===== src/hw/fcg_regs.svh =====
`ifndef FCG_REGS_SVH
`define FCG_REGS_SVH

// register byte offsets
`define FCG_OFF_CTRL 8'h00
`define FCG_OFF_CMD 8'h04
`define FCG_OFF_STATUS 8'h08
`define FCG_OFF_RESULT 8'h0C
`define FCG_OFF_HARM 8'h10

// reset values
`define FCG_CTRL_RST 8'h00
`define FCG_RESULT_RST 32'h0000_0000

// command bits
`define FCG_CMD_RESET 0
`define FCG_CMD_CLR_READY 1

// status bit positions
`define FCG_ST_READY 3
`define FCG_ST_OVF 4
`define FCG_ST_HWAIT 5

// timing
`define FCG_CLK_MHZ 20
`define FCG_REF_MHZ 10
`define FCG_GATE_US 1000
`define FCG_GATE_EDGES (`FCG_GATE_US * `FCG_REF_MHZ)
`define FCG_MS_US 1000
`define FCG_MS_CYC (`FCG_MS_US * `FCG_CLK_MHZ)
`define FCG_SCAN_US 100
`define FCG_SCAN_CYC (`FCG_SCAN_US * `FCG_CLK_MHZ)
`define FCG_HOLD1_MS 10'd10
`define FCG_HOLD2_MS 10'd100
`define FCG_HOLD3_MS 10'd1000

// dividers and harmonic translation
`define FCG_PRE_RATIO 4
`define FCG_DIV_LAST 4'h9
`define FCG_HARM_MHZ 200
`define FCG_HARM_DIGIT 4

`endif


===== src/hw/fcg_pkg.sv =====
package fcg_pkg;

    typedef enum logic [2:0] {
        FCG_IDLE  = 3'b000,
        FCG_ARM   = 3'b001,
        FCG_GATE  = 3'b010,
        FCG_LATCH = 3'b011,
        FCG_HOLD  = 3'b100
    } fcg_state_t;

    typedef enum logic [1:0] {
        FCG_DIRECT_BAND     = 2'b00,
        FCG_PRESCALED_BAND  = 2'b01,
        FCG_HETERODYNE_BAND = 2'b10,
        FCG_SPARE_BAND      = 2'b11
    } fcg_band_t;

    typedef struct packed {
        logic remote;
        logic [1:0] rate;
        logic test;
        logic ref_ext;
        fcg_band_t band;
        logic run;
    } fcg_ctrl_t;

    typedef struct packed {
        logic write;
        logic [7:0] addr;
    } fcg_ahb_req_t;

endpackage


===== src/hw/fcg_count_chain.sv =====
`timescale 1ns/1ps
`default_nettype none
`include "fcg_regs.svh"
module fcg_count_chain
    import fcg_pkg::*;
(
    input wire logic clk,
    input wire logic arst_n,
    input wire logic load,
    input wire logic [31:0] load_val,
    input wire logic inc,
    output logic [31:0] digits,
    output logic carry_out
);
    logic [8:0] carry;

    assign carry[0] = inc;
    assign carry_out = carry[8];

    // one decade per digit, ripple carry between them
    genvar i;
    generate
        for (i = 0; i < 8; i = i + 1) begin : g_dec
            logic [3:0] digit_q;
            logic [3:0] digit_d;
            assign carry[i + 1] = carry[i] & (digit_q == `FCG_DIV_LAST);
            assign digits[4 * i +: 4] = digit_q;
            // load beats increment so a preset is never disturbed
            always_comb begin
                digit_d = digit_q;
                if (load) begin
                    digit_d = load_val[4 * i +: 4];
                end else if (carry[i]) begin
                    digit_d = (digit_q == `FCG_DIV_LAST) ? 4'h0 : 4'(digit_q + 4'h1);
                end
            end
            always_ff @(posedge clk or negedge arst_n) begin
                if (!arst_n) begin
                    digit_q <= 4'h0;
                end else begin
                    digit_q <= digit_d;
                end
            end
        end
    endgenerate
endmodule // fcg_count_chain
`default_nettype wire


===== src/hw/fcg_top.sv =====
// Chosen here: the address map and the AHB-Lite register port.
`timescale 1ns/1ps
`default_nettype none
`include "fcg_regs.svh"
module fcg_top
    import fcg_pkg::*;
#(
    parameter int unsigned GATE_REF_EDGES = `FCG_GATE_EDGES,
    parameter int unsigned MS_CYCLES = `FCG_MS_CYC
) (
    input wire logic SYS_CLK,
    input wire logic ARST_N,
    input wire logic HSEL,
    input wire logic [31:0] HADDR,
    input wire logic [1:0] HTRANS,
    input wire logic HWRITE,
    input wire logic [2:0] HSIZE,
    input wire logic [31:0] HWDATA,
    input wire logic HREADY,
    output logic HREADYOUT,
    output logic HRESP,
    output logic [31:0] HRDATA,
    input wire logic REF_INT,
    input wire logic REF_EXT,
    input wire logic SIG_DIRECT,
    input wire logic SIG_PRESCALED_BAND,
    input wire logic SIG_HETERODYNE_BAND,
    input wire logic [7:0] CONV_HARM,
    input wire logic CONV_HARM_VALID,
    input wire logic PANEL_TEST,
    input wire logic PANEL_RESET,
    input wire logic [1:0] PANEL_RATE,
    output logic GATE_OPEN,
    output logic [3:0] DISP_DIGIT,
    output logic [2:0] DISP_SEL
);
    localparam logic [17:0] GATE_1 = 18'(GATE_REF_EDGES);
    localparam logic [17:0] GATE_4 = 18'(GATE_REF_EDGES * `FCG_PRE_RATIO);
    localparam logic [14:0] MS_LAST = 15'(MS_CYCLES - 1);
    localparam logic [11:0] SCAN_LAST = 12'(`FCG_SCAN_CYC - 1);

    // binary to packed bcd, three digits
    function automatic logic [11:0] fcg_bin2bcd(input logic [8:0] bin);
        logic [11:0] bcd;
        bcd = 12'h000;
        for (int k = 8; k >= 0; k--) begin
            if (bcd[3:0] > 4'h4) bcd[3:0] = 4'(bcd[3:0] + 4'h3);
            if (bcd[7:4] > 4'h4) bcd[7:4] = 4'(bcd[7:4] + 4'h3);
            if (bcd[11:8] > 4'h4) bcd[11:8] = 4'(bcd[11:8] + 4'h3);
            bcd = {bcd[10:0], bin[k]};
        end
        return bcd;
    endfunction

    // ---------------- bus slave state ----------------
    fcg_ctrl_t ctrl_q, ctrl_d;
    fcg_ahb_req_t req_q, req_d;
    logic wr_pend_q, wr_pend_d;
    logic rd_pend_q, rd_pend_d;
    logic hready_q, hready_d;
    logic [31:0] hrdata_q, hrdata_d;
    logic cmd_reset, cmd_clr_ready;

    // ---------------- measurement state ----------------
    fcg_state_t state_q, state_d;
    logic [17:0] gate_cnt_q, gate_cnt_d;
    logic [9:0] hold_cnt_q, hold_cnt_d;
    logic [14:0] ms_cnt_q, ms_cnt_d;
    logic [3:0] div_q, div_d;
    logic [1:0] pre_q, pre_d;
    logic pre_in_q, sig_prev_q, ref_prev_q, prst_prev_q;
    logic [31:0] result_q, result_d;
    logic [7:0] harm_q, harm_d;
    logic ready_q, ready_d, ovf_q, ovf_d, run_ovf_q, run_ovf_d;
    logic gate_q, gate_d;
    logic [11:0] scan_cnt_q, scan_cnt_d;
    logic [2:0] sel_q, sel_d;
    logic [3:0] digit_q, digit_d;

    logic ref_edge, sig_sel, shaped, div_pulse, chain_inc, chain_load, chain_carry;
    logic eff_test, do_reset, het_band, harm_wait, ms_tick;
    logic [1:0] eff_rate;
    logic [9:0] hold_tgt;
    logic [17:0] gate_tgt;
    logic [31:0] chain_val, load_val;

    // panel controls only count while the unit is under local control
    assign eff_test = ctrl_q.remote ? ctrl_q.test : PANEL_TEST;
    assign eff_rate = ctrl_q.remote ? ctrl_q.rate : PANEL_RATE;
    assign do_reset = cmd_reset | (~ctrl_q.remote & PANEL_RESET & ~prst_prev_q);
    assign het_band = (ctrl_q.band == FCG_HETERODYNE_BAND);
    assign harm_wait = (state_q == FCG_ARM) & het_band & ~CONV_HARM_VALID;

    // ---------------- ahb-lite slave ----------------
    // reads take one wait state so a write just before is already visible
    always_comb begin
        req_d = req_q;
        wr_pend_d = 1'b0;
        rd_pend_d = 1'b0;
        hready_d = 1'b1;
        hrdata_d = hrdata_q;
        ctrl_d = ctrl_q;
        cmd_reset = 1'b0;
        cmd_clr_ready = 1'b0;
        if (HSEL && HTRANS[1] && HREADY) begin
            req_d = '{write: HWRITE, addr: HADDR[7:0]};
            wr_pend_d = HWRITE;
            rd_pend_d = ~HWRITE;
            hready_d = HWRITE;
        end
        if (wr_pend_q) begin
            case (req_q.addr)
                `FCG_OFF_CTRL: ctrl_d = fcg_ctrl_t'(HWDATA[7:0]);
                `FCG_OFF_CMD: begin
                    cmd_reset = HWDATA[`FCG_CMD_RESET];
                    cmd_clr_ready = HWDATA[`FCG_CMD_CLR_READY];
                end
                default: ;
            endcase
        end
        if (rd_pend_q) begin
            case (req_q.addr)
                `FCG_OFF_CTRL: hrdata_d = {24'h000000, ctrl_q};
                `FCG_OFF_STATUS: hrdata_d = {26'h0000000, harm_wait, ovf_q, ready_q, state_q};
                `FCG_OFF_RESULT: hrdata_d = result_q;
                `FCG_OFF_HARM: hrdata_d = {24'h000000, harm_q};
                default: hrdata_d = 32'h0000_0000;
            endcase
        end
    end

    always_ff @(posedge SYS_CLK or negedge ARST_N) begin
        if (!ARST_N) begin
            req_q <= '0;
            wr_pend_q <= 1'b0;
            rd_pend_q <= 1'b0;
            hready_q <= 1'b1;
            hrdata_q <= 32'h0000_0000;
            ctrl_q <= fcg_ctrl_t'(`FCG_CTRL_RST);
        end else begin
            req_q <= req_d;
            wr_pend_q <= wr_pend_d;
            rd_pend_q <= rd_pend_d;
            hready_q <= hready_d;
            hrdata_q <= hrdata_d;
            ctrl_q <= ctrl_d;
        end
    end

    assign HREADYOUT = hready_q;
    assign HRESP = 1'b0;
    assign HRDATA = hrdata_q;

    // ---------------- signal path ----------------
    // inputs must toggle below SYS_CLK/2 or edges are lost
    assign ref_edge = (ctrl_q.ref_ext ? REF_EXT : REF_INT) & ~ref_prev_q;
    assign pre_d = (SIG_PRESCALED_BAND & ~pre_in_q) ? 2'(pre_q + 2'h1) : pre_q;

    // test mode counts the reference itself as a self check
    always_comb begin
        case (ctrl_q.band)
            FCG_PRESCALED_BAND: sig_sel = pre_q[1];
            FCG_HETERODYNE_BAND: sig_sel = SIG_HETERODYNE_BAND;
            default: sig_sel = SIG_DIRECT;
        endcase
        if (eff_test) begin
            sig_sel = ctrl_q.ref_ext ? REF_EXT : REF_INT;
        end
    end

    assign shaped = sig_sel & ~sig_prev_q;
    assign div_pulse = shaped & (div_q == `FCG_DIV_LAST);
    assign chain_inc = (state_q == FCG_GATE) & div_pulse;

    always_ff @(posedge SYS_CLK or negedge ARST_N) begin
        if (!ARST_N) begin
            pre_q <= 2'h0;
            pre_in_q <= 1'b0;
            sig_prev_q <= 1'b0;
            ref_prev_q <= 1'b0;
            prst_prev_q <= 1'b0;
        end else begin
            pre_q <= pre_d;
            pre_in_q <= SIG_PRESCALED_BAND;
            sig_prev_q <= sig_sel;
            ref_prev_q <= ctrl_q.ref_ext ? REF_EXT : REF_INT;
            prst_prev_q <= PANEL_RESET;
        end
    end

    // ---------------- count chain ----------------
    // one chain count is 10 kHz, so a 200 MHz step is 2 at digit 4
    assign load_val = het_band ?
        {4'h0, fcg_bin2bcd({1'b0, CONV_HARM} << 1), 16'h0000} : 32'h0000_0000;
    assign chain_load = (state_q == FCG_ARM) | do_reset;

    fcg_count_chain u_chain (
        .clk(SYS_CLK),
        .arst_n(ARST_N),
        .load(chain_load),
        .load_val(load_val),
        .inc(chain_inc),
        .digits(chain_val),
        .carry_out(chain_carry)
    );

    // ---------------- measurement sequencer ----------------
    // prescaled band keeps the gate open four times longer
    assign gate_tgt = (ctrl_q.band == FCG_PRESCALED_BAND) ? GATE_4 : GATE_1;
    assign ms_tick = (ms_cnt_q == MS_LAST);

    always_comb begin
        case (eff_rate)
            2'h1: hold_tgt = `FCG_HOLD1_MS;
            2'h2: hold_tgt = `FCG_HOLD2_MS;
            2'h3: hold_tgt = `FCG_HOLD3_MS;
            default: hold_tgt = 10'h000;
        endcase
    end

    always_comb begin
        state_d = state_q;
        gate_cnt_d = gate_cnt_q;
        hold_cnt_d = hold_cnt_q;
        ms_cnt_d = 15'h0000;
        div_d = div_q;
        result_d = result_q;
        harm_d = harm_q;
        ovf_d = ovf_q;
        run_ovf_d = run_ovf_q | chain_inc & chain_carry;
        ready_d = ready_q & ~cmd_clr_ready;
        if (shaped) begin
            div_d = (div_q == `FCG_DIV_LAST) ? 4'h0 : 4'(div_q + 4'h1);
        end
        case (state_q)
            FCG_IDLE: begin
                if (ctrl_q.run) state_d = FCG_ARM;
            end
            FCG_ARM: begin
                // chain is reloaded every cycle here, residue cleared
                div_d = 4'h0;
                gate_cnt_d = 18'h00000;
                run_ovf_d = 1'b0;
                harm_d = het_band ? CONV_HARM : 8'h00;
                if (!ctrl_q.run) begin
                    state_d = FCG_IDLE;
                end else if (ref_edge && !harm_wait) begin
                    state_d = FCG_GATE;
                end
            end
            FCG_GATE: begin
                if (ref_edge) begin
                    gate_cnt_d = 18'(gate_cnt_q + 18'h00001);
                    if (gate_cnt_d == gate_tgt) state_d = FCG_LATCH;
                end
            end
            FCG_LATCH: begin
                result_d = chain_val;
                ovf_d = run_ovf_q;
                ready_d = 1'b1;
                hold_cnt_d = 10'h000;
                state_d = (hold_tgt == 10'h000) ? FCG_ARM : FCG_HOLD;
            end
            FCG_HOLD: begin
                ms_cnt_d = ms_tick ? 15'h0000 : 15'(ms_cnt_q + 15'h0001);
                if (ms_tick) hold_cnt_d = 10'(hold_cnt_q + 10'h001);
                if (!ctrl_q.run) begin
                    state_d = FCG_IDLE;
                end else if (hold_cnt_q >= hold_tgt) begin
                    state_d = FCG_ARM;
                end
            end
            default: state_d = FCG_IDLE;
        endcase
        if (do_reset) begin
            state_d = FCG_IDLE;
            div_d = 4'h0;
        end
    end

    // gate output follows the state it will be in
    assign gate_d = (state_d == FCG_GATE);

    always_ff @(posedge SYS_CLK or negedge ARST_N) begin
        if (!ARST_N) begin
            state_q <= FCG_IDLE;
            gate_cnt_q <= 18'h00000;
            hold_cnt_q <= 10'h000;
            ms_cnt_q <= 15'h0000;
            div_q <= 4'h0;
            result_q <= `FCG_RESULT_RST;
            harm_q <= 8'h00;
            ovf_q <= 1'b0;
            run_ovf_q <= 1'b0;
            ready_q <= 1'b0;
            gate_q <= 1'b0;
        end else begin
            state_q <= state_d;
            gate_cnt_q <= gate_cnt_d;
            hold_cnt_q <= hold_cnt_d;
            ms_cnt_q <= ms_cnt_d;
            div_q <= div_d;
            result_q <= result_d;
            harm_q <= harm_d;
            ovf_q <= ovf_d;
            run_ovf_q <= run_ovf_d;
            ready_q <= ready_d;
            gate_q <= gate_d;
        end
    end

    assign GATE_OPEN = gate_q;

    // ---------------- display multiplex ----------------
    // stored digits only, never the running chain
    always_comb begin
        scan_cnt_d = 12'(scan_cnt_q + 12'h001);
        sel_d = sel_q;
        if (scan_cnt_q == SCAN_LAST) begin
            scan_cnt_d = 12'h000;
            sel_d = 3'(sel_q + 3'h1);
        end
        digit_d = result_q[{sel_d, 2'b00} +: 4];
    end

    always_ff @(posedge SYS_CLK or negedge ARST_N) begin
        if (!ARST_N) begin
            scan_cnt_q <= 12'h000;
            sel_q <= 3'h0;
            digit_q <= 4'h0;
        end else begin
            scan_cnt_q <= scan_cnt_d;
            sel_q <= sel_d;
            digit_q <= digit_d;
        end
    end

    assign DISP_SEL = sel_q;
    assign DISP_DIGIT = digit_q;
endmodule // fcg_top
`default_nettype wire


===== config.mk =====
export PLATFORM = sky130hd
export DESIGN_NAME = fcg_top
export DESIGN_NICKNAME = d
export VERILOG_FILES = /design/src/hw/fcg_pkg.sv /design/src/hw/fcg_count_chain.sv /design/src/hw/fcg_top.sv
export VERILOG_INCLUDE_DIRS = /design/src /design/src/hw
export SDC_FILE = /design/constraint.sdc
export NUM_CORES = 1
export LEC_CHECK = 0
export BUFFER_PORTS_ARGS = -buffer_cell sky130_fd_sc_hd__buf_2
export CORE_ASPECT_RATIO = 0.6
export CORE_MARGIN = 10
export CORE_UTILIZATION = 60
export DETAILED_ROUTE_END_ITERATION = 7
export GPL_ROUTABILITY_DRIVEN = 0
export PLACE_DENSITY = 0.79
export SETUP_SLACK_MARGIN = 0.2
export SLEW_MARGIN = 30
export SYNTH_ARGS = -nofsm -noshare
export SYNTH_HDL_FRONTEND = slang
export SYNTH_HIERARCHICAL = 1
export SYNTH_SLANG_ARGS = --single-unit

===== constraint.sdc =====
create_clock -name SYS_CLK -period 5.55 [get_ports SYS_CLK]
set_input_delay 0.2775 -clock SYS_CLK [delete_from_list [all_inputs] [get_ports SYS_CLK]]
set_output_delay 0.2775 -clock SYS_CLK [all_outputs]
set_load 0.01 [all_outputs]

# [Yosys cells after proc, flatten, opt, wreduce, memory -nomap -nowiden]
# Index checks and enable logic that the tools add are counted.
[totals] register_bits=202 in_bits=92 out_inout_bits=42 wordCells=226
[classes] add_sub_neg=24 n_lt_le_gt_ge=10 eq_ne=28 shifts=1 mux=74 bitwise=30 reduce_logical=21
[ops] cell="$mux 4" n=37
[ops] cell="$pmux 32 s4" n=1
[ops] cell="$add 4x1->4 const B" n=9
[ops] cell="$eq 4x4->1 const B" n=9
[ops] cell="$pmux 18 s2" n=1
[ops] cell="$shiftx 32x6->4" n=1
[ops] cell="$mux 15" n=2
[ops] cell="$mux 3" n=10
[ops] cell="$pmux 10 s3" n=1
[ops] cell="$add 4x2->4 const B" n=7
[ops] cell="$gt 4x3->1 const B" n=7
[ops] cell="$mux 27" n=1
[ops] cell="$pmux 10 s2" n=1
[ops] cell="$reduce_bool 2->1" n=10
[ops] cell="$and 1x1->1" n=19
[ops] cell="$add 18x1->18 const B" n=1
[ops] cell="$eq 18x16->1" n=1
[ops] cell="$mux 18" n=1
[ops] cell="$eq 8x4->1 const B" n=2
[ops] cell="$mux 16" n=1
[ops] cell="$add 15x1->15 const B" n=1
[ops] cell="$eq 15x15->1 const B" n=1
[ops] cell="$pmux 3 s5" n=1
[ops] cell="$add 12x1->12 const B" n=1
[ops] cell="30 further kinds" n=62

# [Depth between registers and ports, before layout]
# Gate-level depths: netlist of run 1.
[depth] word_depth=17 ltp_mapped=25 ltp_nobuf=24

# [Modules after synthesis]
# The synthesis of run 1 kept the hierarchy.
[by_module_without_submodules] mod="fcg_top" n_inst=1 cells_per_inst=1097 area_each_um2=9477.8 seq_area_each_um2=4255.3
[by_module_without_submodules] mod="fcg_count_chain" n_inst=1 cells_per_inst=240 area_each_um2=2054.5 seq_area_each_um2=800.8

# [Worst setup path after synthesis of run 1]
# No wires, ideal clock.
[synth_timing] path_type="input to register" start="in CONV_HARM[5]" end="reg u_chain.g_dec[5].digit_q[3]" setup_time_ns=0.137 arrival_ns=4.064 required_time_ns=5.413 slack_ns=1.350 path_stages=24 n_path_buf=0 path_cell_list="inv_1 -> ha_1 -> inv_1 -> ha_1 -> xor2_4 -> mux2i_1 -> o31a_1 -> nand3_2 -> nor2b_1 -> inv_1 -> ha_1 -> nand4_1 -> xor2_2 -> a21oi_1 -> nand2_1 -> o21ai_0 -> ha_1 -> a21boi_0 -> o2bb2ai_1 -> a21oi_1 -> mux2i_1 -> o21a_1 -> a22oi_1 -> o311ai_1"
[synth_via] elab_chain_cells=14 elab_cells_between_ends=26 cone_classes="add/sub: 8; order compare: 8; mux: 10"
[synth_lines] element="start, declared" line="fcg_top.sv:28" text="input wire logic [7:0] CONV_HARM,"
[synth_lines] element="$add 3x2->4 or $gt 3x3->1 (tied branches)" line="fcg_top.sv:47" text="if (bcd[3:0] > 4'h4) bcd[3:0] = 4'(bcd[3:0] + 4'h3);"
[synth_lines] element="$mux 4 (*)" line="fcg_top.sv:47"
[synth_lines] element="$add 4x2->4 or $gt 4x3->1 (tied branches)" line="fcg_top.sv:47"
[synth_lines] element="$mux 4" line="fcg_top.sv:47"
[synth_lines] element="$add 4x2->4 or $gt 4x3->1 (tied branches)" line="fcg_top.sv:47"
[synth_lines] element="$mux 4" line="fcg_top.sv:47"
[synth_lines] element="$add 4x2->4 (tied with other cells)" line="fcg_top.sv:47"
[synth_lines] element="$mux 4 (on tied branches)" line="fcg_top.sv:47, fcg_top.sv:48"
[synth_lines] element="$add 4x2->4 (tied with other cells)" line="fcg_top.sv:48" text="if (bcd[7:4] > 4'h4) bcd[7:4] = 4'(bcd[7:4] + 4'h3);"
[synth_lines] element="$mux 4 (on tied branches)" line="fcg_top.sv:48, fcg_top.sv:47"
[synth_lines] element="$add 4x2->4 or $gt 4x3->1 (tied branches)" line="fcg_top.sv:48"
[synth_lines] element="$mux 4 (*)" line="fcg_top.sv:48"
[synth_lines] element="$mux 27 (*)" line="fcg_top.sv:193" text="assign load_val = het_band ?"
[synth_lines] element="net load_val[23]" line="fcg_top.sv:85" text="logic [31:0] chain_val, load_val;"
[synth_lines] element="$mux 4 (*)" line="fcg_count_chain.sv:31" text="if (load) begin"
[synth_lines] element="end signal, assigned" line="fcg_count_chain.sv:41" text="digit_q <= digit_d;"
[synth_lines] element="end, declared" line="fcg_count_chain.sv:24" text="logic [3:0] digit_q;"
# The timed path passes the listed nets; every way through them passes the cells marked *.
# A chain may end at the register's enable or synchronous reset.

# [Final worst setup path of run 1]
[layout_timing] start="in CONV_HARM[5]" end="reg u_chain.g_dec[5].digit_q[2]"
# Same word-level chain as after synthesis.

==> impl_metrics.env, run 1 <==
export IMPL_status="complete, no violations"
export IMPL_io_pins=134
export IMPL_timing_final_crit_period_ns=4.58
export IMPL_synth_seq_cells=202
export IMPL_startpoint_type="input port"
export IMPL_syn2layout_area_growth_pct=12.7
export IMPL_grt_max_degree=85
export IMPL_vdd_ir_drop_worst_mv=0.198
export IMPL_clkPwrFrac_pct=37.9
export IMPL_avgRoutedWirePerCell_um=17.4
export IMPL_synth_top_area_share_pct=43.6
export IMPL_grt_use_total_pct=22.8
export IMPL_final_net_count=1543
export IMPL_wirelength_mm=29.2
export IMPL_dp_slack_ns=0.548
export IMPL_num_rows=39
export IMPL_synth_ff_type="dfrtp_1"
export IMPL_layout_drive_gt1_share_pct=12.1
export IMPL_drt_first_pass_iters=6
export IMPL_crit_buf_inv=4
export IMPL_synth_cells=1337
export IMPL_hold_viol=0
export IMPL_critPathSlowestCell="xor2_2"
export IMPL_syn_area_sq_um=11500
export IMPL_fp_dieH_um=127
export IMPL_port_buffers=80
export IMPL_cts_setup_buffers=0
export IMPL_cts_resized=0
export IMPL_slew_headroom_pct=35.9
export IMPL_fin_ws_ns=0.971
export IMPL_async_flop_share_pct=100
export IMPL_fp_dieArea_sq_um=25300
export IMPL_via_per_inst=6.00
export IMPL_diodes=0
export IMPL_synth_top_area_cell="dfrtp_1"
export IMPL_cpLargestDelayFamily="compound AO/OA/AOI/OAI gates"
export IMPL_synth_common_cells="nand2_1 (259), dfrtp_1 (201), o21ai_0 (108)"
export IMPL_max_freq_mhz=218
export IMPL_power_density_nw_per_um2=301
export IMPL_drc=0
export IMPL_critPathKind="in -> reg"
export IMPL_grt_pass1_wl_mm=48.1
export IMPL_dp_cells=1635
export IMPL_clk_path_buf_depth=3
export IMPL_synth_warnings=6
export IMPL_p_switching_mw=1.14
export IMPL_num_vias=10100
export IMPL_cts_made_buffers=21
export IMPL_drv_cap=0
export IMPL_switching_share_pct=29.1
export IMPL_synth_edf_count=0
export IMPL_synth_distinct_cells=93
export IMPL_slowest_delay_ns=0.40
export IMPL_skew_ns=0.0171
export IMPL_cts_hold_buffers=9
export IMPL_grt_pass1_vias=9263
export IMPL_worst_endpoint_arrival_ns=4.99
export IMPL_nFillCells=1507
export IMPL_cts_root_buf="clkbuf_16"
export IMPL_ant_nets=0
export IMPL_cts_tree="built"
export IMPL_start_util_pct=60.9
export IMPL_die_x_um=199
export IMPL_p_leak_nw=5.90
export IMPL_fp_coreArea_sq_um=18900
export IMPL_worstHoldPathType="in -> reg"
export IMPL_yosys_top_cells_area="dfrtp_1 (44%), nand2_1 (8.4%), o21ai_0 (4.7%)"
export IMPL_rsz0062_at_grt="no"
export IMPL_clkTransAtPathRegs_ns=0.06
export IMPL_combPwrFrac_pct=16.2
export IMPL_slew_viol_final=0
export IMPL_synth_most_common_cell="nand2_1"
export IMPL_antenna_found_initial=0
export IMPL_hpwl_mm=20.4
export IMPL_cp_required_ns=5.96
export IMPL_crit_fanout=10
export IMPL_drt_iter0_drc=1019
export IMPL_setup_violations=0
export IMPL_finalNonFillerCells=1681
export IMPL_insertion_delay_ns=0.51
export IMPL_power_frac_seq_pct=45.9
export IMPL_synth_seq_area_share_pct=43.8
export IMPL_tightestPinTransition_ns=0.960
export IMPL_tns_ns=0
export IMPL_htreeDepth=1
export IMPL_cp_end_kind="register"
export IMPL_crit_top_cell="ha_1"
export IMPL_clock_sinks=202
export IMPL_syn_avg_cell_area_sq_um=8.63
export IMPL_fin_crit_sh_pct=82.5
export IMPL_overflow=0
export IMPL_p_int_mw=2.77
## final cells by class
type	instances	area [sq um]	area share (%)
Clock buffer	29	596	4.58
Clock inverter	8	125	0.963
Inverter	68	255	1.96
Multi-Input combinational cell	1025	6050	46.5
Sequential cell	202	5060	38.9
Tap cell	246	308	2.37
Timing Repair Buffer	103	608	4.68
## power groups by stage
stage	registers (mW)	clock network (mW)	logic, mW
global placement	1.80	0	0.592
CTS	1.79	1.50	0.626
global route	1.81	1.56	0.717
floorplan	1.74	0	0.490
detailed placement	1.81	0	0.616
finish	1.79	1.48	0.632
## flip-flops by register name (all words and copies together), names as in the netlist, 10 cells and up
name,cells
ms_cnt_q,15
hold_cnt_q,10
result_q,32
u_chain/g_dec.digit_q,32
scan_cnt_q,12
HRDATA,32
gate_cnt_q,18
## metrics by stage
| step | utilization [%] | hold slack, ns | power (mW) | instance area (sq um) |
|---|---|---|---|---|
| 2_1_floorplan | - | -0.0181 | 2.23 | 11600 |
| 3_3_place_gp | 64.3 | 0.355 | 2.39 | 12200 |
| 3_5_place_dp | 64.3 | 0.356 | 2.43 | 12200 |
| 4_1_cts | 68.6 | 0.00515 | 3.91 | 13000 |
| 5_1_grt | 68.6 | 0.0123 | 4.09 | 13000 |
| 6_report | 68.6 | 0.0139 | 3.91 | 13000 |
## layout by cell type, fill, tap and decap left out, types with 6 or more instances in the layout
cell type,n
clkbuf_16,21
a31oi_1,14
mux2_2,16
a221oi_1,7
ha_1,30
nand4_1,11
o21ai_0,108
a21oi_1,36
buf_2,79
or4_1,6
dlygate4sd3_1,9
dfrtp_1,201
buf_4,13
nor2b_1,12
inv_1,67
nor2_1,98
o31ai_1,12
conb_1,23
o22ai_1,11
xor2_1,23
mux2i_1,17
nor3b_1,6
nand3_1,90
o211ai_1,8
or3_1,13
and2_1,10
nand2_1,259
a22o_1,7
nor3_1,18
nor4_1,16
and3_1,16
nand2b_1,17
xnor2_1,31
## worst paths after layout
path,from,to,slack (ns),cells past startpoint
min in group asynchronous,ARST_N,gate_cnt_q[5],0.36,2
hold reg to reg,scan_cnt_q[0],scan_cnt_q[0],0.47,1
max in group asynchronous,ARST_N,HRDATA[16],4.06,3
setup / recovery,CONV_HARM[5],u_chain/g_dec[5].digit_q[2],0.97,25
hold / removal,HADDR[4],req_q[4],0.01,2
setup reg to reg,ctrl_q[1],u_chain/g_dec[4].digit_q[2],1.33,14
## kinds of logic (layout without fill, tap and decap cells)
family | Yosys count | after routing | synth area share, %
simple gates | 615 | 615 | 25.7
compound gates | 265 | 265 | 14.7
flops | 202 | 202 | 43.8
buf+inv | 132 | 208 | 4.52
xor+xnor | 57 | 57 | 4.62
mux | 35 | 35 | 3.30
fa+ha+maj | 30 | 30 | 3.25
other cells | 1 | 23 | 0.0325
## metal layers
metal,part of all wire (%),routed length [um],GRT usage [%],vias to the layer above
met2,40,11800,31.7,390
li1,-,-,-,4820
met1,49,14300,35.6,4832
met4,1.8,531,4.29,0
met5,0,0,0,-
met3,8.8,2580,4.59,43
(Power assumes the default switching activity.)
==> run 2: changes to the inputs <==
- CORE_UTILIZATION: 60 -> 54
- PLACE_DENSITY: 0.79 -> 0.75
- clock period: 5.55 -> 3.8 ns (I/O delays scaled with it)
==> impl_metrics.env, run 2 (same netlist as run 1, synthesis figures left out) <==
export IMPL_status="complete, no violations"
export IMPL_dp_slack_ns=-0.220
export IMPL_grt_max_degree=90
export IMPL_cp_required_ns=4.16
export IMPL_cts_made_buffers=21
export IMPL_fp_coreArea_sq_um=21000
export IMPL_syn2layout_area_growth_pct=20.3
export IMPL_critPathKind="in -> reg"
export IMPL_clk_path_buf_depth=3
export IMPL_worstHoldStart="REF_INT"
export IMPL_grt_pass1_wl_mm=50.0
export IMPL_fp_dieArea_sq_um=27800
export IMPL_p_leak_nw=6.30
export IMPL_tightestPinTransition_ns=0.921
export IMPL_wl_met3_mm=2.54
export IMPL_min_path_cells=3
export IMPL_cts_root_buf="clkbuf_16"
export IMPL_num_vias=10400
export IMPL_routed_top_layer="met4"
export IMPL_io_pins=134
export IMPL_final_cell_mix="nand2_1 (259), dfrtp_1 (201), o21ai_0 (104)"
export IMPL_num_rows=41
export IMPL_critPathSlowestCell="or4_1"
export IMPL_port_buffers=80
export IMPL_ant_nets=0
export IMPL_diodes=0
export IMPL_final_net_count=1626
export IMPL_r2r_start="ctrl_q[2]"
export IMPL_power_density_nw_per_um2=416
export IMPL_insertion_delay_ns=0.50
export IMPL_fp_dieH_um=133
export IMPL_drt_iter0_drc=1029
export IMPL_mostFrequentLayoutCell="nand2_1"
export IMPL_clkTransAtPathRegs_ns=0.06
export IMPL_via_per_inst=5.77
export IMPL_crit_top_cell="ha_4"
export IMPL_crit_fanout=7
export IMPL_vdd_ir_drop_worst_mv=0.305
export IMPL_slew_headroom_pct=38.2
export IMPL_antenna_found_initial=0
export IMPL_fin_ws_ns=0.347
export IMPL_whs_ns=0.0111
export IMPL_grt_pass1_vias=9592
export IMPL_cp_end_kind="register"
export IMPL_finalNonFillerCells=1797
export IMPL_drt_first_pass_iters=5
export IMPL_worst_endpoint_arrival_ns=3.82
export IMPL_timing_final_crit_period_ns=3.45
export IMPL_worstHoldPathType="in -> reg"
export IMPL_htreeDepth=1
export IMPL_m1WireLength_mm=15.3
export IMPL_die_x_um=209
export IMPL_grt_use_total_pct=21.2
export IMPL_drc=0
export IMPL_slowest_delay_ns=0.48
export IMPL_drv_cap=0
export IMPL_startpoint_type="input port"
export IMPL_wirelength_mm=30.9
export IMPL_layout_drive_gt1_share_pct=18.4
export IMPL_multi_input_area_sq_um=6260
export IMPL_hold_viol=0
export IMPL_cts_tree="built"
export IMPL_holdPathEnd="ref_prev_q"
export IMPL_skew_ns=0.0127
export IMPL_clock_sinks=202
export IMPL_worstReg2RegEnd="u_chain/g_dec[5].digit_q[1]"
export IMPL_reg2reg_depth=12
export IMPL_avgRoutedWirePerCell_um=17.2
export IMPL_setup_violations=0
export IMPL_final_seq_area_sq_um=5060
export IMPL_start_util_pct=55.0
export IMPL_r2r_slack_ns=0.39
export IMPL_max_freq_mhz=290
export IMPL_nFillCells=1689
export IMPL_rsz0062_at_grt="yes"
export IMPL_wl_met2_mm=12.7
export IMPL_fin_crit_sh_pct=90.9
export IMPL_fin_util_pct=66.1
export IMPL_overflow=0
export IMPL_finalPower_mw=5.76
export IMPL_dp_cells=1729
export IMPL_hpwl_mm=21.4
export IMPL_slew_viol_final=0
[run 2: cell count changes in the layout (fill, tap and decap cells not counted), sizes merged, moves of 2 or more]
cell,before,now
clkbuf,30,33
dlygate4sd3,9,20
bufinv,3,0
clkinv,4,6
inv,69,67
or4,7,9
buf,93,162
[run 2: power by group]
part	internal (mW)	total [mW]	switching (mW)
combinational	0.548	1.13	0.580
clock	1.15	2.00	0.851
sequential	2.34	2.63	0.291
total	4.04	5.76	1.72
[run 2: critical path: cells and delay by family]
kind / cells / cell delay [ns]
AOI/OAI and AO/OA: 8 / 1.04
buffers and inverters: 4 / 0.32
muxes: 1 / 0.08
adders and majority gates: 4 / 0.71
xor gates and xnor gates: 2 / 0.41
and+or+nand+nor: 6 / 1.05
[run 2: stage by stage]
stage               TNS (ns)  area, sq um
floorplan                  0        11800
global placement      -0.430        12800
detailed placement     -1.02        12800
CTS                        0        13700
global route               0        13900
finish                     0        13900
[run 2: per-layer routing]
layer	vias to the layer above	GRT usage [%]
met3	27	4.34
met1	4972	32.8
met5	-	0
li1	4995	-
met4	0	2.98
met2	381	30.2
[run 2: worst max-delay path by stage]
stage | start | end | cells after the start | slack, ns
2_1_floorplan | CONV_HARM[6] | u_chain/g_dec[5].digit_q[3] | 25 | 0.02
3_3_place_gp | CONV_HARM[6] | u_chain/g_dec[5].digit_q[2] | 25 | -0.10
3_5_place_dp | CONV_HARM[6] | u_chain/g_dec[5].digit_q[2] | 25 | -0.22
4_1_cts | ctrl_q[2] | u_chain/g_dec[6].digit_q[1] | 12 | 0.22
5_1_grt | CONV_HARM[6] | u_chain/g_dec[5].digit_q[3] | 24 | 0.10
6_report | CONV_HARM[6] | u_chain/g_dec[5].digit_q[3] | 25 | 0.35
[run 2: area by class of cell]
cell class | count | area share, %
Clock buffer | 31 | 4.56
Tap cell | 279 | 2.52
Inverter | 68 | 1.98
Clock inverter | 6 | 0.262
Timing Repair Buffer | 184 | 9.05
Sequential cell | 202 | 36.5
Multi-Input combinational cell | 1027 | 45.2
[run 2: what timing repair did]
item / 4_1_cts / 5_1_grt
setup endpoints to repair: 5 / 14
pin swaps: 0 / 8
setup buffers: 0 / 9
hold buffers: 20 / 0
gates resized for setup: 1 / 19
cloned: 0 / 2
hold endpoints to repair: 110 / 0
==> run 3: changes to the inputs <==
- CTS_BUF_LIST: unset -> sky130_fd_sc_hd__clkbuf_4 sky130_fd_sc_hd__clkbuf_8 sky130_fd_sc_hd__clkbuf_16
==> impl_metrics.env, run 3 (same netlist as run 1, synthesis figures left out) <==
export IMPL_slew_viol_final=0
export IMPL_clk_path_buf_depth=3
export IMPL_placed_area_sq_um=12800
export IMPL_cts_root_buf="clkbuf_16"
export IMPL_ant_nets=0
export IMPL_die_x_um=209
export IMPL_whs_ns=0.00778
export IMPL_skew_ns=0.0119
export IMPL_mostFrequentLayoutCell="nand2_1"
export IMPL_critPathKind="in -> reg"
export IMPL_hpwl_mm=21.4
export IMPL_avgRoutedWirePerCell_um=17.1
export IMPL_critPathSlowestCell="or4_1"
export IMPL_num_rows=41
export IMPL_cts_tree="built"
export IMPL_diodes=0
export IMPL_worstHoldPathType="in -> reg"
export IMPL_layout_drive_gt1_share_pct=18.6
export IMPL_wirelength_mm=30.8
export IMPL_final_cell_mix="nand2_1 (259), dfrtp_1 (201), o21ai_0 (104)"
export IMPL_slew_headroom_pct=36.4
export IMPL_rsz0062_at_grt="yes"
export IMPL_grt_max_degree=90
export IMPL_slowest_delay_ns=0.48
export IMPL_syn2layout_area_growth_pct=20.4
export IMPL_drv_cap=0
export IMPL_clock_sinks=202
export IMPL_port_buffers=80
export IMPL_fp_dieArea_sq_um=27800
export IMPL_via_per_inst=5.72
export IMPL_final_net_count=1626
export IMPL_worst_endpoint_arrival_ns=3.82
export IMPL_startpoint_type="input port"
export IMPL_io_pins=134
export IMPL_fp_coreArea_sq_um=21000
export IMPL_htreeDepth=1
export IMPL_cp_required_ns=4.17
export IMPL_p_leak_nw=6.31
export IMPL_insertion_delay_ns=0.50
export IMPL_fin_crit_sh_pct=90.9
export IMPL_timing_final_crit_period_ns=3.45
export IMPL_finalPower_mw=5.78
export IMPL_drt_iter0_drc=946
export IMPL_hold_viol=0
export IMPL_cp_end_kind="register"
export IMPL_setup_violations=0
export IMPL_drc=0
export IMPL_tightestPinTransition_ns=0.948
export IMPL_power_density_nw_per_um2=416
export IMPL_antenna_found_initial=0
export IMPL_vdd_ir_drop_worst_mv=0.325
export IMPL_routed_top_layer="met4"
export IMPL_max_freq_mhz=290
export IMPL_status="complete, no violations"
export IMPL_grt_pass1_vias=9595
export IMPL_crit_fanout=7
export IMPL_fp_dieH_um=133
export IMPL_grt_pass1_wl_mm=50.0
export IMPL_clkTransAtPathRegs_ns=0.06
export IMPL_wl_met3_mm=2.60
export IMPL_wl_met2_mm=12.6
export IMPL_drt_first_pass_iters=5
export IMPL_m1WireLength_mm=15.2
export IMPL_fin_area_sq_um=13900
export IMPL_num_vias=10300
export IMPL_overflow=0
export IMPL_start_util_pct=55.0
export IMPL_cts_made_buffers=21
export IMPL_crit_top_cell="ha_4"
export IMPL_grt_use_total_pct=21.2
[run 3: cell counts in the layout (fill, tap and decap cells not counted)]
No cell type changed its count.
[run 3: path summary, 6_finish.rpt]
path	slack, ns	end	start	cells past startpoint
setup / recovery	0.35	u_chain/g_dec[5].digit_q[3]	CONV_HARM[6]	25
hold / removal	0.008	ref_prev_q	REF_INT	3
setup reg to reg	0.40	u_chain/g_dec[5].digit_q[1]	ctrl_q[2]	12
hold reg to reg	0.46	scan_cnt_q[0]	scan_cnt_q[0]	1
max in group asynchronous	2.45	result_q[22]	ARST_N	3
min in group asynchronous	0.29	gate_cnt_q[7]	ARST_N	2
[run 3: through the flow]
step                setup slack, ns  std cells  utilization [%]  TNS, ns
finish                        0.347       1797             66.2        0
global route                  0.102       1797             66.2        0
CTS                           0.216       1786             65.4        0
detailed placement           -0.220       1729             61.1    -1.02
global placement             -0.104       1729             61.1   -0.430
floorplan                    0.0221       1359                -        0
[run 3: repair_timing]
item | CTS | global route
setup buffers | 0 | 9
hold endpoints to repair | 110 | 0
pin swaps | 0 | 8
setup endpoints to repair | 5 | 14
hold buffers | 20 | 0
resized for setup | 1 | 19
cloned | 0 | 2
[run 3: routing by layer]
layer / track usage, % / vias to the layer above
met2: 30.1 / 360
met5: 0 / -
met4: 2.98 / 0
li1: - / 4995
met3: 4.55 / 29
met1: 32.6 / 4899
[run 3: worst max-delay path: cells and delay by family]
| family | cells | cell delay [ns] |
|---|---|---|
| mux | 1 | 0.08 |
| simple gates | 6 | 1.05 |
| buf+inv | 4 | 0.32 |
| fa+ha+maj | 4 | 0.71 |
| compound gates | 8 | 1.04 |
| xor+xnor | 2 | 0.41 |
[run 3: where the power goes]
part           total [mW]  internal, mW  switching (mW)  leakage, nW
Combinational        1.13         0.548           0.580         3.29
Clock                2.02          1.17           0.847        0.343
Sequential           2.63          2.34           0.288         2.68
[run 3: final cells by class]
class | count | area, sq um
clock buffers | 31 | 644
clock inverters | 6 | 36.3
fillers | 1690 | 7100
inverters | 68 | 275
multi-input cells | 1027 | 6260
flip-flops and latches | 202 | 5060
well taps | 279 | 349
repair buffers | 184 | 1250
